==> config.mk <==
export PLATFORM = sky130hd
export DESIGN_NAME = touch_probe_edge_qualifier
export DESIGN_NICKNAME = d
export VERILOG_FILES = /design/src/hw/tpq_pkg.sv /design/src/hw/touch_probe_edge_qualifier.sv /design/src/hw/tpq_channel.sv /design/src/hw/tpq_ms_tick.sv
export SDC_FILE = /design/constraint.sdc
export NUM_CORES = 1
export LEC_CHECK = 0
export BUFFER_PORTS_ARGS = -buffer_cell sky130_fd_sc_hd__buf_2
export CAP_MARGIN = 20
export CORE_AREA = 2 2 239 241
export CTS_BUF_LIST = sky130_fd_sc_hd__clkbuf_16
export DETAILED_ROUTE_END_ITERATION = 10
export DIE_AREA = 0 0 241 243
export GPL_ROUTABILITY_DRIVEN = 1
export SLEW_MARGIN = 20
export SYNTH_ARGS = -nofsm -noshare
export SYNTH_HDL_FRONTEND = slang
export SYNTH_SLANG_ARGS = --single-unit
==> constraint.sdc <==
create_clock -name clk -period 15.04 [get_ports clk]
set_clock_uncertainty 0.2 [all_clocks]
set_input_delay 0.752 -clock clk [delete_from_list [all_inputs] [get_ports clk]]
set_output_delay 0.752 -clock clk [all_outputs]
set_load 0.005 [all_outputs]
==> src/hw/tpq_pkg.sv <==
package tpq_pkg;
  localparam int CLK_HZ = 125000000;
  localparam int MS_PER_S = 1000;
  localparam int TICK_CYCLES = CLK_HZ / MS_PER_S;
  localparam int PRE_W = 17;
  localparam int NCH = 2;
  localparam int MS_W = 16;
  localparam int POS_W = 32;
  localparam int DIA_W = 24;
  localparam int DIR_W = 16;

  localparam logic [3:0] ADR_CTRL = 4'h0;
  localparam logic [3:0] ADR_DELAY = 4'h1;
  localparam logic [3:0] ADR_DEB = 4'h2;
  localparam logic [3:0] ADR_DIRF = 4'h3;
  localparam logic [3:0] ADR_DIA = 4'h4;
  localparam logic [3:0] ADR_STAT = 4'h5;
  localparam logic [3:0] ADR_MASK = 4'h6;
  localparam logic [3:0] ADR_HIT0 = 4'h7;
  localparam logic [3:0] ADR_HIT1 = 4'h8;
  localparam logic [3:0] ADR_TEACH = 4'h9;
  localparam logic [3:0] ADR_STDSZ = 4'hA;
  localparam logic [3:0] ADR_LIVE = 4'hB;

  localparam logic [MS_W-1:0] DELAY_RST = 16'h0000;
  localparam logic [MS_W-1:0] DEB_RST = 16'h0032;
  localparam logic [DIR_W-1:0] DIRF_RST = 16'h0028;
  localparam logic [DIA_W-1:0] DIA_RST = 24'h000000;
  localparam logic [NCH-1:0] CHEN_RST = 2'h1;
  localparam logic DIRUP_RST = 1'b1;

  // status bit positions: hit per channel, then teach done
  localparam int ST_HIT0 = 0;
  localparam int ST_TEACH = 2;
  localparam int ST_W = 3;

  typedef enum logic [1:0] {
    TPQ_OFF = 2'b00,
    TPQ_RISE = 2'b01,
    TPQ_FALL = 2'b10,
    TPQ_BOTH = 2'b11
  } tpq_edge_type;

  typedef struct packed {
    tpq_edge_type edgeSel;
    logic [MS_W-1:0] delayMs;
    logic [MS_W-1:0] debMs;
  } tpq_chcfg_type;

  typedef struct packed {
    logic step;
    logic up;
  } tpq_step_type;
endpackage
==> src/hw/touch_probe_edge_qualifier.sv <==
// Added by the designer: the address-and-strobe port and the register offsets.
`timescale 1ns/10ps
`default_nettype none
module touch_probe_edge_qualifier #(
  // prescaler length; a full millisecond makes simulation far too slow
  parameter int TICK_CYCLES = tpq_pkg::TICK_CYCLES
) (
  input wire logic clk,
  input wire logic rst_b,
  input wire logic [tpq_pkg::NCH-1:0] probeIn,
  input wire tpq_pkg::tpq_step_type posStep,
  input wire logic [3:0] regAddr,
  input wire logic [31:0] regWdata,
  input wire logic regWr,
  input wire logic regRd,
  output logic [31:0] regRdata,
  output logic irq,
  output logic [tpq_pkg::NCH-1:0] hitPulse,
  output logic [tpq_pkg::POS_W-1:0] truePos,
  output logic dirUp
);
  typedef struct packed {
    logic [tpq_pkg::NCH-1:0][1:0] edgeSel;
    logic [tpq_pkg::NCH-1:0] chanEn;
    logic [tpq_pkg::MS_W-1:0] delayMs;
    logic [tpq_pkg::MS_W-1:0] debMs;
    logic [tpq_pkg::DIR_W-1:0] dirFactor;
    logic [tpq_pkg::DIA_W-1:0] tipDia;
    logic [tpq_pkg::DIA_W-1:0] stdSize;
    logic [tpq_pkg::ST_W-1:0] status;
    logic [tpq_pkg::ST_W-1:0] mask;
    logic [tpq_pkg::POS_W-1:0] position;
    logic dirUp;
    logic [tpq_pkg::DIR_W-1:0] revCnt;
    logic [tpq_pkg::NCH-1:0][tpq_pkg::POS_W-1:0] hitPos;
    logic teachArmed;
    logic teachHaveFirst;
    logic [tpq_pkg::POS_W-1:0] teachFirst;
    logic [tpq_pkg::NCH-1:0] hitPulse;
    logic [31:0] rdata;
  } tpq_top_st_type;
  tpq_top_st_type st_ff;
  tpq_top_st_type nxt_st;

  logic msTick;
  logic [tpq_pkg::NCH-1:0] chHit;
  logic [tpq_pkg::NCH-1:0] chLevel;

  tpq_ms_tick #(.TICK_CYCLES(TICK_CYCLES)) u_tick (
    .clk(clk),
    .rst_b(rst_b),
    .tick(msTick)
  );

  // one qualifier per probe; second one idles unless enabled
  genvar g;
  generate
    for (g = 0; g < tpq_pkg::NCH; g++) begin : g_ch
      tpq_pkg::tpq_chcfg_type cfg;
      always_comb begin
        cfg.edgeSel = st_ff.chanEn[g] ? tpq_pkg::tpq_edge_type'(st_ff.edgeSel[g])
                                      : tpq_pkg::TPQ_OFF;
        cfg.delayMs = st_ff.delayMs;
        cfg.debMs = st_ff.debMs;
      end
      tpq_channel u_ch (
        .clk(clk),
        .rst_b(rst_b),
        .msTick(msTick),
        .probeIn(probeIn[g]),
        .cfg(cfg),
        .hit(chHit[g]),
        .level(chLevel[g])
      );
    end
  endgenerate

  function automatic logic [tpq_pkg::POS_W-1:0] comp(
    input logic [tpq_pkg::POS_W-1:0] pos,
    input logic up,
    input logic [tpq_pkg::DIA_W-1:0] dia
  );
    logic [tpq_pkg::POS_W-1:0] half;
    half = tpq_pkg::POS_W'(dia >> 1);
    // tip leads the centre, so back off by the radius against motion
    comp = up ? pos - half : pos + half;
  endfunction

  always_comb begin
    logic [tpq_pkg::POS_W-1:0] span;
    logic [tpq_pkg::ST_W-1:0] ev;
    ev = '0;
    span = '0;
    nxt_st = st_ff;
    nxt_st.hitPulse = '0;
    nxt_st.rdata = '0;

    if (posStep.step) begin
      nxt_st.position = posStep.up ? st_ff.position + 1'b1 : st_ff.position - 1'b1;
      if (posStep.up == st_ff.dirUp) begin
        nxt_st.revCnt = '0;
      end else if (st_ff.revCnt + 1'b1 >= st_ff.dirFactor) begin
        nxt_st.dirUp = posStep.up;
        nxt_st.revCnt = '0;
      end else begin
        nxt_st.revCnt = st_ff.revCnt + 1'b1;
      end
    end

    for (int i = 0; i < tpq_pkg::NCH; i++) begin
      if (chHit[i]) begin
        nxt_st.hitPos[i] = comp(st_ff.position, st_ff.dirUp, st_ff.tipDia);
        nxt_st.hitPulse[i] = 1'b1;
        ev[tpq_pkg::ST_HIT0 + i] = 1'b1;
      end
    end

    // teach: two qualified channel 0 contacts on opposite faces of the standard
    if (st_ff.teachArmed && chHit[0]) begin
      if (!st_ff.teachHaveFirst) begin
        nxt_st.teachFirst = st_ff.position;
        nxt_st.teachHaveFirst = 1'b1;
      end else begin
        span = (st_ff.position > st_ff.teachFirst) ? st_ff.position - st_ff.teachFirst
                                                   : st_ff.teachFirst - st_ff.position;
        // gap between centres is standard minus one diameter
        nxt_st.tipDia = tpq_pkg::DIA_W'(tpq_pkg::POS_W'(st_ff.stdSize) - span);
        nxt_st.teachArmed = 1'b0;
        nxt_st.teachHaveFirst = 1'b0;
        ev[tpq_pkg::ST_TEACH] = 1'b1;
      end
    end

    if (regWr) begin
      unique case (regAddr)
        tpq_pkg::ADR_CTRL: begin
          nxt_st.edgeSel[0] = regWdata[1:0];
          nxt_st.edgeSel[1] = regWdata[3:2];
          nxt_st.chanEn = regWdata[5:4];
        end
        tpq_pkg::ADR_DELAY: nxt_st.delayMs = regWdata[tpq_pkg::MS_W-1:0];
        tpq_pkg::ADR_DEB: nxt_st.debMs = regWdata[tpq_pkg::MS_W-1:0];
        tpq_pkg::ADR_DIRF: nxt_st.dirFactor = regWdata[tpq_pkg::DIR_W-1:0];
        tpq_pkg::ADR_DIA: nxt_st.tipDia = regWdata[tpq_pkg::DIA_W-1:0];
        tpq_pkg::ADR_STAT: nxt_st.status = st_ff.status & ~regWdata[tpq_pkg::ST_W-1:0];
        tpq_pkg::ADR_MASK: nxt_st.mask = regWdata[tpq_pkg::ST_W-1:0];
        tpq_pkg::ADR_TEACH: begin
          nxt_st.teachArmed = regWdata[0];
          nxt_st.teachHaveFirst = 1'b0;
        end
        tpq_pkg::ADR_STDSZ: nxt_st.stdSize = regWdata[tpq_pkg::DIA_W-1:0];
        default: ;
      endcase
    end
    // set wins over a same-cycle clear
    nxt_st.status = nxt_st.status | ev;

    if (regRd) begin
      unique case (regAddr)
        tpq_pkg::ADR_CTRL: nxt_st.rdata = 32'(
          {st_ff.chanEn, st_ff.edgeSel[1], st_ff.edgeSel[0]});
        tpq_pkg::ADR_DELAY: nxt_st.rdata = 32'(st_ff.delayMs);
        tpq_pkg::ADR_DEB: nxt_st.rdata = 32'(st_ff.debMs);
        tpq_pkg::ADR_DIRF: nxt_st.rdata = 32'(st_ff.dirFactor);
        tpq_pkg::ADR_DIA: nxt_st.rdata = 32'(st_ff.tipDia);
        tpq_pkg::ADR_STAT: nxt_st.rdata = 32'(st_ff.status);
        tpq_pkg::ADR_MASK: nxt_st.rdata = 32'(st_ff.mask);
        tpq_pkg::ADR_HIT0: nxt_st.rdata = st_ff.hitPos[0];
        tpq_pkg::ADR_HIT1: nxt_st.rdata = st_ff.hitPos[1];
        tpq_pkg::ADR_TEACH: nxt_st.rdata = 32'({st_ff.teachHaveFirst, st_ff.teachArmed});
        tpq_pkg::ADR_STDSZ: nxt_st.rdata = 32'(st_ff.stdSize);
        tpq_pkg::ADR_LIVE: nxt_st.rdata = 32'({st_ff.dirUp, chLevel});
        default: nxt_st.rdata = '0;
      endcase
    end
  end

  always_ff @(posedge clk or negedge rst_b) begin
    if (!rst_b) begin
      st_ff <= '0;
      st_ff.chanEn <= tpq_pkg::CHEN_RST;
      st_ff.delayMs <= tpq_pkg::DELAY_RST;
      st_ff.debMs <= tpq_pkg::DEB_RST;
      st_ff.dirFactor <= tpq_pkg::DIRF_RST;
      st_ff.tipDia <= tpq_pkg::DIA_RST;
      st_ff.dirUp <= tpq_pkg::DIRUP_RST;
    end else begin
      st_ff <= nxt_st;
    end
  end

  assign regRdata = st_ff.rdata;
  assign irq = |(st_ff.status & st_ff.mask);
  assign hitPulse = st_ff.hitPulse;
  assign truePos = st_ff.hitPos[0];
  assign dirUp = st_ff.dirUp;
endmodule
`default_nettype wire

==> src/hw/tpq_channel.sv <==
`timescale 1ns/10ps
`default_nettype none
module tpq_channel (
  input wire logic clk,
  input wire logic rst_b,
  input wire logic msTick,
  input wire logic probeIn,
  input wire tpq_pkg::tpq_chcfg_type cfg,
  output logic hit,
  output logic level
);
  typedef struct packed {
    logic stable;
    logic [tpq_pkg::MS_W-1:0] settle;
    logic [tpq_pkg::MS_W-1:0] hold;
    logic hit;
  } tpq_ch_st_type;
  tpq_ch_st_type st_ff;
  tpq_ch_st_type nxt_st;

  always_comb begin
    logic rise;
    logic fall;
    logic accept;
    rise = 1'b0;
    fall = 1'b0;
    accept = 1'b0;
    nxt_st = st_ff;
    nxt_st.hit = 1'b0;
    if (msTick && st_ff.hold != '0) begin
      nxt_st.hold = st_ff.hold - 1'b1;
    end
    // settle counter restarts whenever input matches the accepted level
    if (probeIn == st_ff.stable) begin
      nxt_st.settle = '0;
    end else if (msTick) begin
      if (st_ff.settle + 1'b1 >= cfg.debMs) begin
        nxt_st.stable = probeIn;
        nxt_st.settle = '0;
        rise = probeIn;
        fall = !probeIn;
      end else begin
        nxt_st.settle = st_ff.settle + 1'b1;
      end
    end
    unique case (cfg.edgeSel)
      tpq_pkg::TPQ_OFF: accept = 1'b0;
      tpq_pkg::TPQ_RISE: accept = rise;
      tpq_pkg::TPQ_FALL: accept = fall;
      tpq_pkg::TPQ_BOTH: accept = rise | fall;
    endcase
    if (accept && st_ff.hold == '0) begin
      nxt_st.hit = 1'b1;
      nxt_st.hold = cfg.delayMs;
    end
  end

  always_ff @(posedge clk or negedge rst_b) begin
    if (!rst_b) begin
      st_ff <= '0;
    end else begin
      st_ff <= nxt_st;
    end
  end

  assign hit = st_ff.hit;
  assign level = st_ff.stable;
endmodule
`default_nettype wire

==> src/hw/tpq_ms_tick.sv <==
`timescale 1ns/10ps
`default_nettype none
module tpq_ms_tick #(
  // shortened only in simulation; real use keeps one millisecond
  parameter int TICK_CYCLES = tpq_pkg::TICK_CYCLES
) (
  input wire logic clk,
  input wire logic rst_b,
  output logic tick
);
  typedef struct packed {
    logic [tpq_pkg::PRE_W-1:0] cnt;
    logic tick;
  } tpq_tick_st_type;
  tpq_tick_st_type st_ff;
  tpq_tick_st_type nxt_st;

  always_comb begin
    nxt_st = st_ff;
    nxt_st.tick = 1'b0;
    if (st_ff.cnt == tpq_pkg::PRE_W'(TICK_CYCLES - 1)) begin
      nxt_st.cnt = '0;
      nxt_st.tick = 1'b1;
    end else begin
      nxt_st.cnt = st_ff.cnt + 1'b1;
    end
  end

  always_ff @(posedge clk or negedge rst_b) begin
    if (!rst_b) begin
      st_ff <= '0;
    end else begin
      st_ff <= nxt_st;
    end
  end

  assign tick = st_ff.tick;
endmodule
`default_nettype wire

==> reports/results.ini <==
[logic_synthesis]
ys_warn_count = 0
synth_fa_ha_area_share_pct = 10.2
synth_area_leaders = dfrtp_1 37%, ha_1 9.8%, mux2_2 6.8%
syn_inst = 2607
muxShareOfSynthArea_pct = 8.07
synth_compound_area_share_pct = 18.7
yosysSeqAreaShare_pct = 37.5
synth_edf_count = 0
ys_ff_latch = 375
yosys.area_share.simple_pct = 12.6
syn_nets = 2852
async_flop_share_pct = 100
synth_area_mm2 = 0.0251
yosysUniqueCellTypes = 98
synth_xor_area_share_pct = 6.89
syn_avg_cell_area_um2 = 9.61
yosys_most_used_dff = dfrtp_1
yosysTopAreaCell = dfrtp_1
synth_top_area_share_pct = 36.8
synth_top_family_by_area = compound AO/OA/AOI/OAI gates

[sta]
min_period_over_period_pct = 46.1
setup_viol = 0
max_freq_mhz = 144
tns_ps = 0
rsz0062_at_grt = no
postLayoutSetupSlackWorst_ps = 8100
worst_pin_slew_ps = 1120
min_period_ps = 6940
slew_headroom_pct = 25.4
finalHoldViolations = 0
maxSlewViolCount = 0

[cts]
hold_buffers = 0
clk_pin_slew_worst_paths_ps = 60
root_buffer = clkbuf_16
cts_setup_buffers = 0
cts_made_buffers = 42
clock_latency_ps = 570
clockBufferDepth = 3
clock_sinks = 375
cts_tree = built
h-tree-depth = 2
cts_resized = 0

[routing]
top_layer = met4
first_pass_iters = 6
avgRoutedWirePerCell_um = 20.6
antenna_left = 0
met3_wirelength_mm = 4.36
drc = 0
vias = 19500
wl_met1_mm = 33.5
detail_route.vias_per_cell = 5.77
drtIter0Drc = 1773
wl_met2_mm = 30.4
routed_wl_mm = 69.9

[final_layout]
drive_above_1_share_pct = 16.0
nNetsFinal = 2847
area_growth_syn_to_layout_pct = 8.31
final_util_pct = 48.5

[placed_design]
place.gp.congestion = 0.949
dp_hpwl_mm = 52.4
port_buffers = 103
place_ws_ps = 8200

[die]
floorplan.initialDensity_pct = 44.8
coreArea_mm2 = 0.0560
fp.dieW_um = 241
dieArea_mm2 = 0.0586
ios = 112
rows = 87
die_h_um = 243

[critical_path]
critPathMaxFanout = 25
cp.required_ps = 15290
cp-start-kind = flip-flop
worstPathArrival_ps = 7190
cp-end-kind = flip-flop
critPathKind = reg -> reg
rrSetupSlack_ps = 8100

[power_and_ir_drop]
p_total_uw = 5330
p_leak_uw = 0.0127
cellPowerDensity_mw_per_mm2 = 196
peakVddDrop_mv = 0.106

[global_routing]
grt_pass1_wl_mm = 109
grt_max_degree = 119
antenna_found_initial = 0
grt_overflow_total = 0
grtUsageTotal_pct = 23.9
grt_pass1_vias = 19000

[worst_hold_path]
hold_class = in -> async

[outcome]
status = finished clean

[flow_run]
max-cap-violations = 0

==> state kept, by name (all words and copies together) (netlist names) <==
register	flops
hitPulse	2
truePos	32
g_ch.u_ch.hit	2
regRdata	32
g_ch.u_ch.level	2
g_ch.u_ch.st_ff	64
dirUp	1
g_ch.cfg	32
st_ff	190
u_tick.st_ff	17
u_tick.tick	1
==> cells in the mapped netlist, types with 6 or more instances <==
| cell type | instances |
|---|---|
| nand4_1 | 15 |
| or2_2 | 6 |
| a22oi_1 | 50 |
| o31ai_1 | 9 |
| nor2_1 | 146 |
| nand2_1 | 200 |
| a32o_1 | 28 |
| clkbuf_1 | 80 |
| o21ai_0 | 138 |
| o21bai_1 | 19 |
| nor3_1 | 44 |
| a31o_2 | 22 |
| o21a_1 | 14 |
| and3_1 | 26 |
| dfrtp_1 | 368 |
| buf_4 | 70 |
| buf_2 | 10 |
| and4_1 | 6 |
| xnor2_1 | 131 |
| nand2b_1 | 29 |
| inv_1 | 147 |
| nand3_1 | 60 |
| buf_1 | 8 |
| ha_1 | 196 |
| dfstp_2 | 7 |
| a21oi_1 | 171 |
| nor4_1 | 15 |
| a221o_1 | 6 |
| a222oi_1 | 13 |
| a221oi_1 | 11 |
| and2_1 | 13 |
| nor2b_1 | 35 |
| xor2_1 | 66 |
| mux2i_1 | 25 |
| a31oi_1 | 28 |
| a21o_1 | 92 |
| nor3b_1 | 11 |
| a211oi_1 | 19 |
| mux2_2 | 152 |
| o211ai_1 | 10 |
==> worst paths after layout <==
check | from | endpoint | cells past startpoint
max | st_ff[149] | st_ff[233] | 25
min | rst_b | regRdata[26] | 1
max reg2reg | st_ff[149] | st_ff[233] | 25
min reg2reg | u_tick.st_ff[5] | u_tick.st_ff[5] | 1
max in group asynchronous | rst_b | u_tick.st_ff[17] | 3
min in group clk | regWdata[20] | st_ff[231] | 3
==> worst max-delay path: stages, from the launching register on <==
cell and delay, ps:
dfrtp_1 490, inv_1 210, ha_1 200, inv_1 60
fa_1 380, a21o_1 170, a21oi_1 290, o221ai_2 190
a221oi_2 240, o21a_1 150, or2_1 450, buf_4 440
mux2i_1 260, xor2_1 210, ha_1 310, a21oi_1 160
o21ai_0 250, or3_1 410, o211ai_1 250, o22ai_1 150
o31ai_1 350, a21oi_1 180, nor4_1 200, nor2_1 100
nor4bb_1 150, o32a_1 360
==> logic make-up after synthesis <==
kind of cell,after synthesis
xor+xnor,197
flops,375
buf+inv,321
mux,181
compound gates,693
simple gates,639
fa+ha+maj,201
==> per-layer routing <==
metal / track usage (%) / up-vias
li1: - / 9302
met1: 35.1 / 9626
met2: 35.9 / 506
met3: 4.66 / 102
met4: 6.05 / 0
met5: 0 / -
==> layout make-up <==
cell class,instances,area (um2)
Tap cell,756,946
Clock inverter,30,272
Antenna cell,1,2.50
Clock buffer,43,1080
Timing Repair Buffer,125,691
Sequential cell,375,9400
Fill cell,5252,28800
Multi-Input combinational cell,1911,14200
Inverter,147,552
==> layout by cell type, fill, tap and decap left out, drive strengths merged, types with 10 or more instances in the layout <==
master | synthesis | layout
dfrtp | 368 | 368
nand2 | 201 | 201
ha | 196 | 196
a21oi | 175 | 175
mux2 | 156 | 156
inv | 147 | 155
nor2 | 147 | 147
o21ai | 143 | 143
xnor2 | 131 | 131
buf | 92 | 125
a21o | 96 | 96
xor2 | 66 | 66
nand3 | 60 | 60
a22oi | 50 | 50
nor3 | 44 | 44
clkbuf | 82 | 43
nor2b | 35 | 35
nand2b | 30 | 30
a31oi | 28 | 28
a32o | 28 | 28
and3 | 26 | 26
mux2i | 25 | 25
a31o | 22 | 22
a211oi | 20 | 20
o21bai | 19 | 19
nor4 | 19 | 19
nand4 | 16 | 16
o21a | 14 | 14
and2 | 13 | 13
a222oi | 13 | 13
clkinv | 0 | 13
a221oi | 12 | 12
nor3b | 11 | 11
o211ai | 10 | 10
==> metrics by stage <==
step	std cells	hold slack [ps]	instance area [um2]
final	3388	12.8	27100
after global routing	3387	93.2	27100
after CTS	3387	75.8	27100
after detailed placement	3314	283	25800
after global placement	3314	279	25800
after floorplan	2607	152	25100
==> power breakdown <==
group	total (uW)	internal [uW]	switching (uW)
clock network	1030	602	427
logic	2940	1200	1730
registers	1360	1130	232
Note: power is estimated with default switching activity, not from simulation.
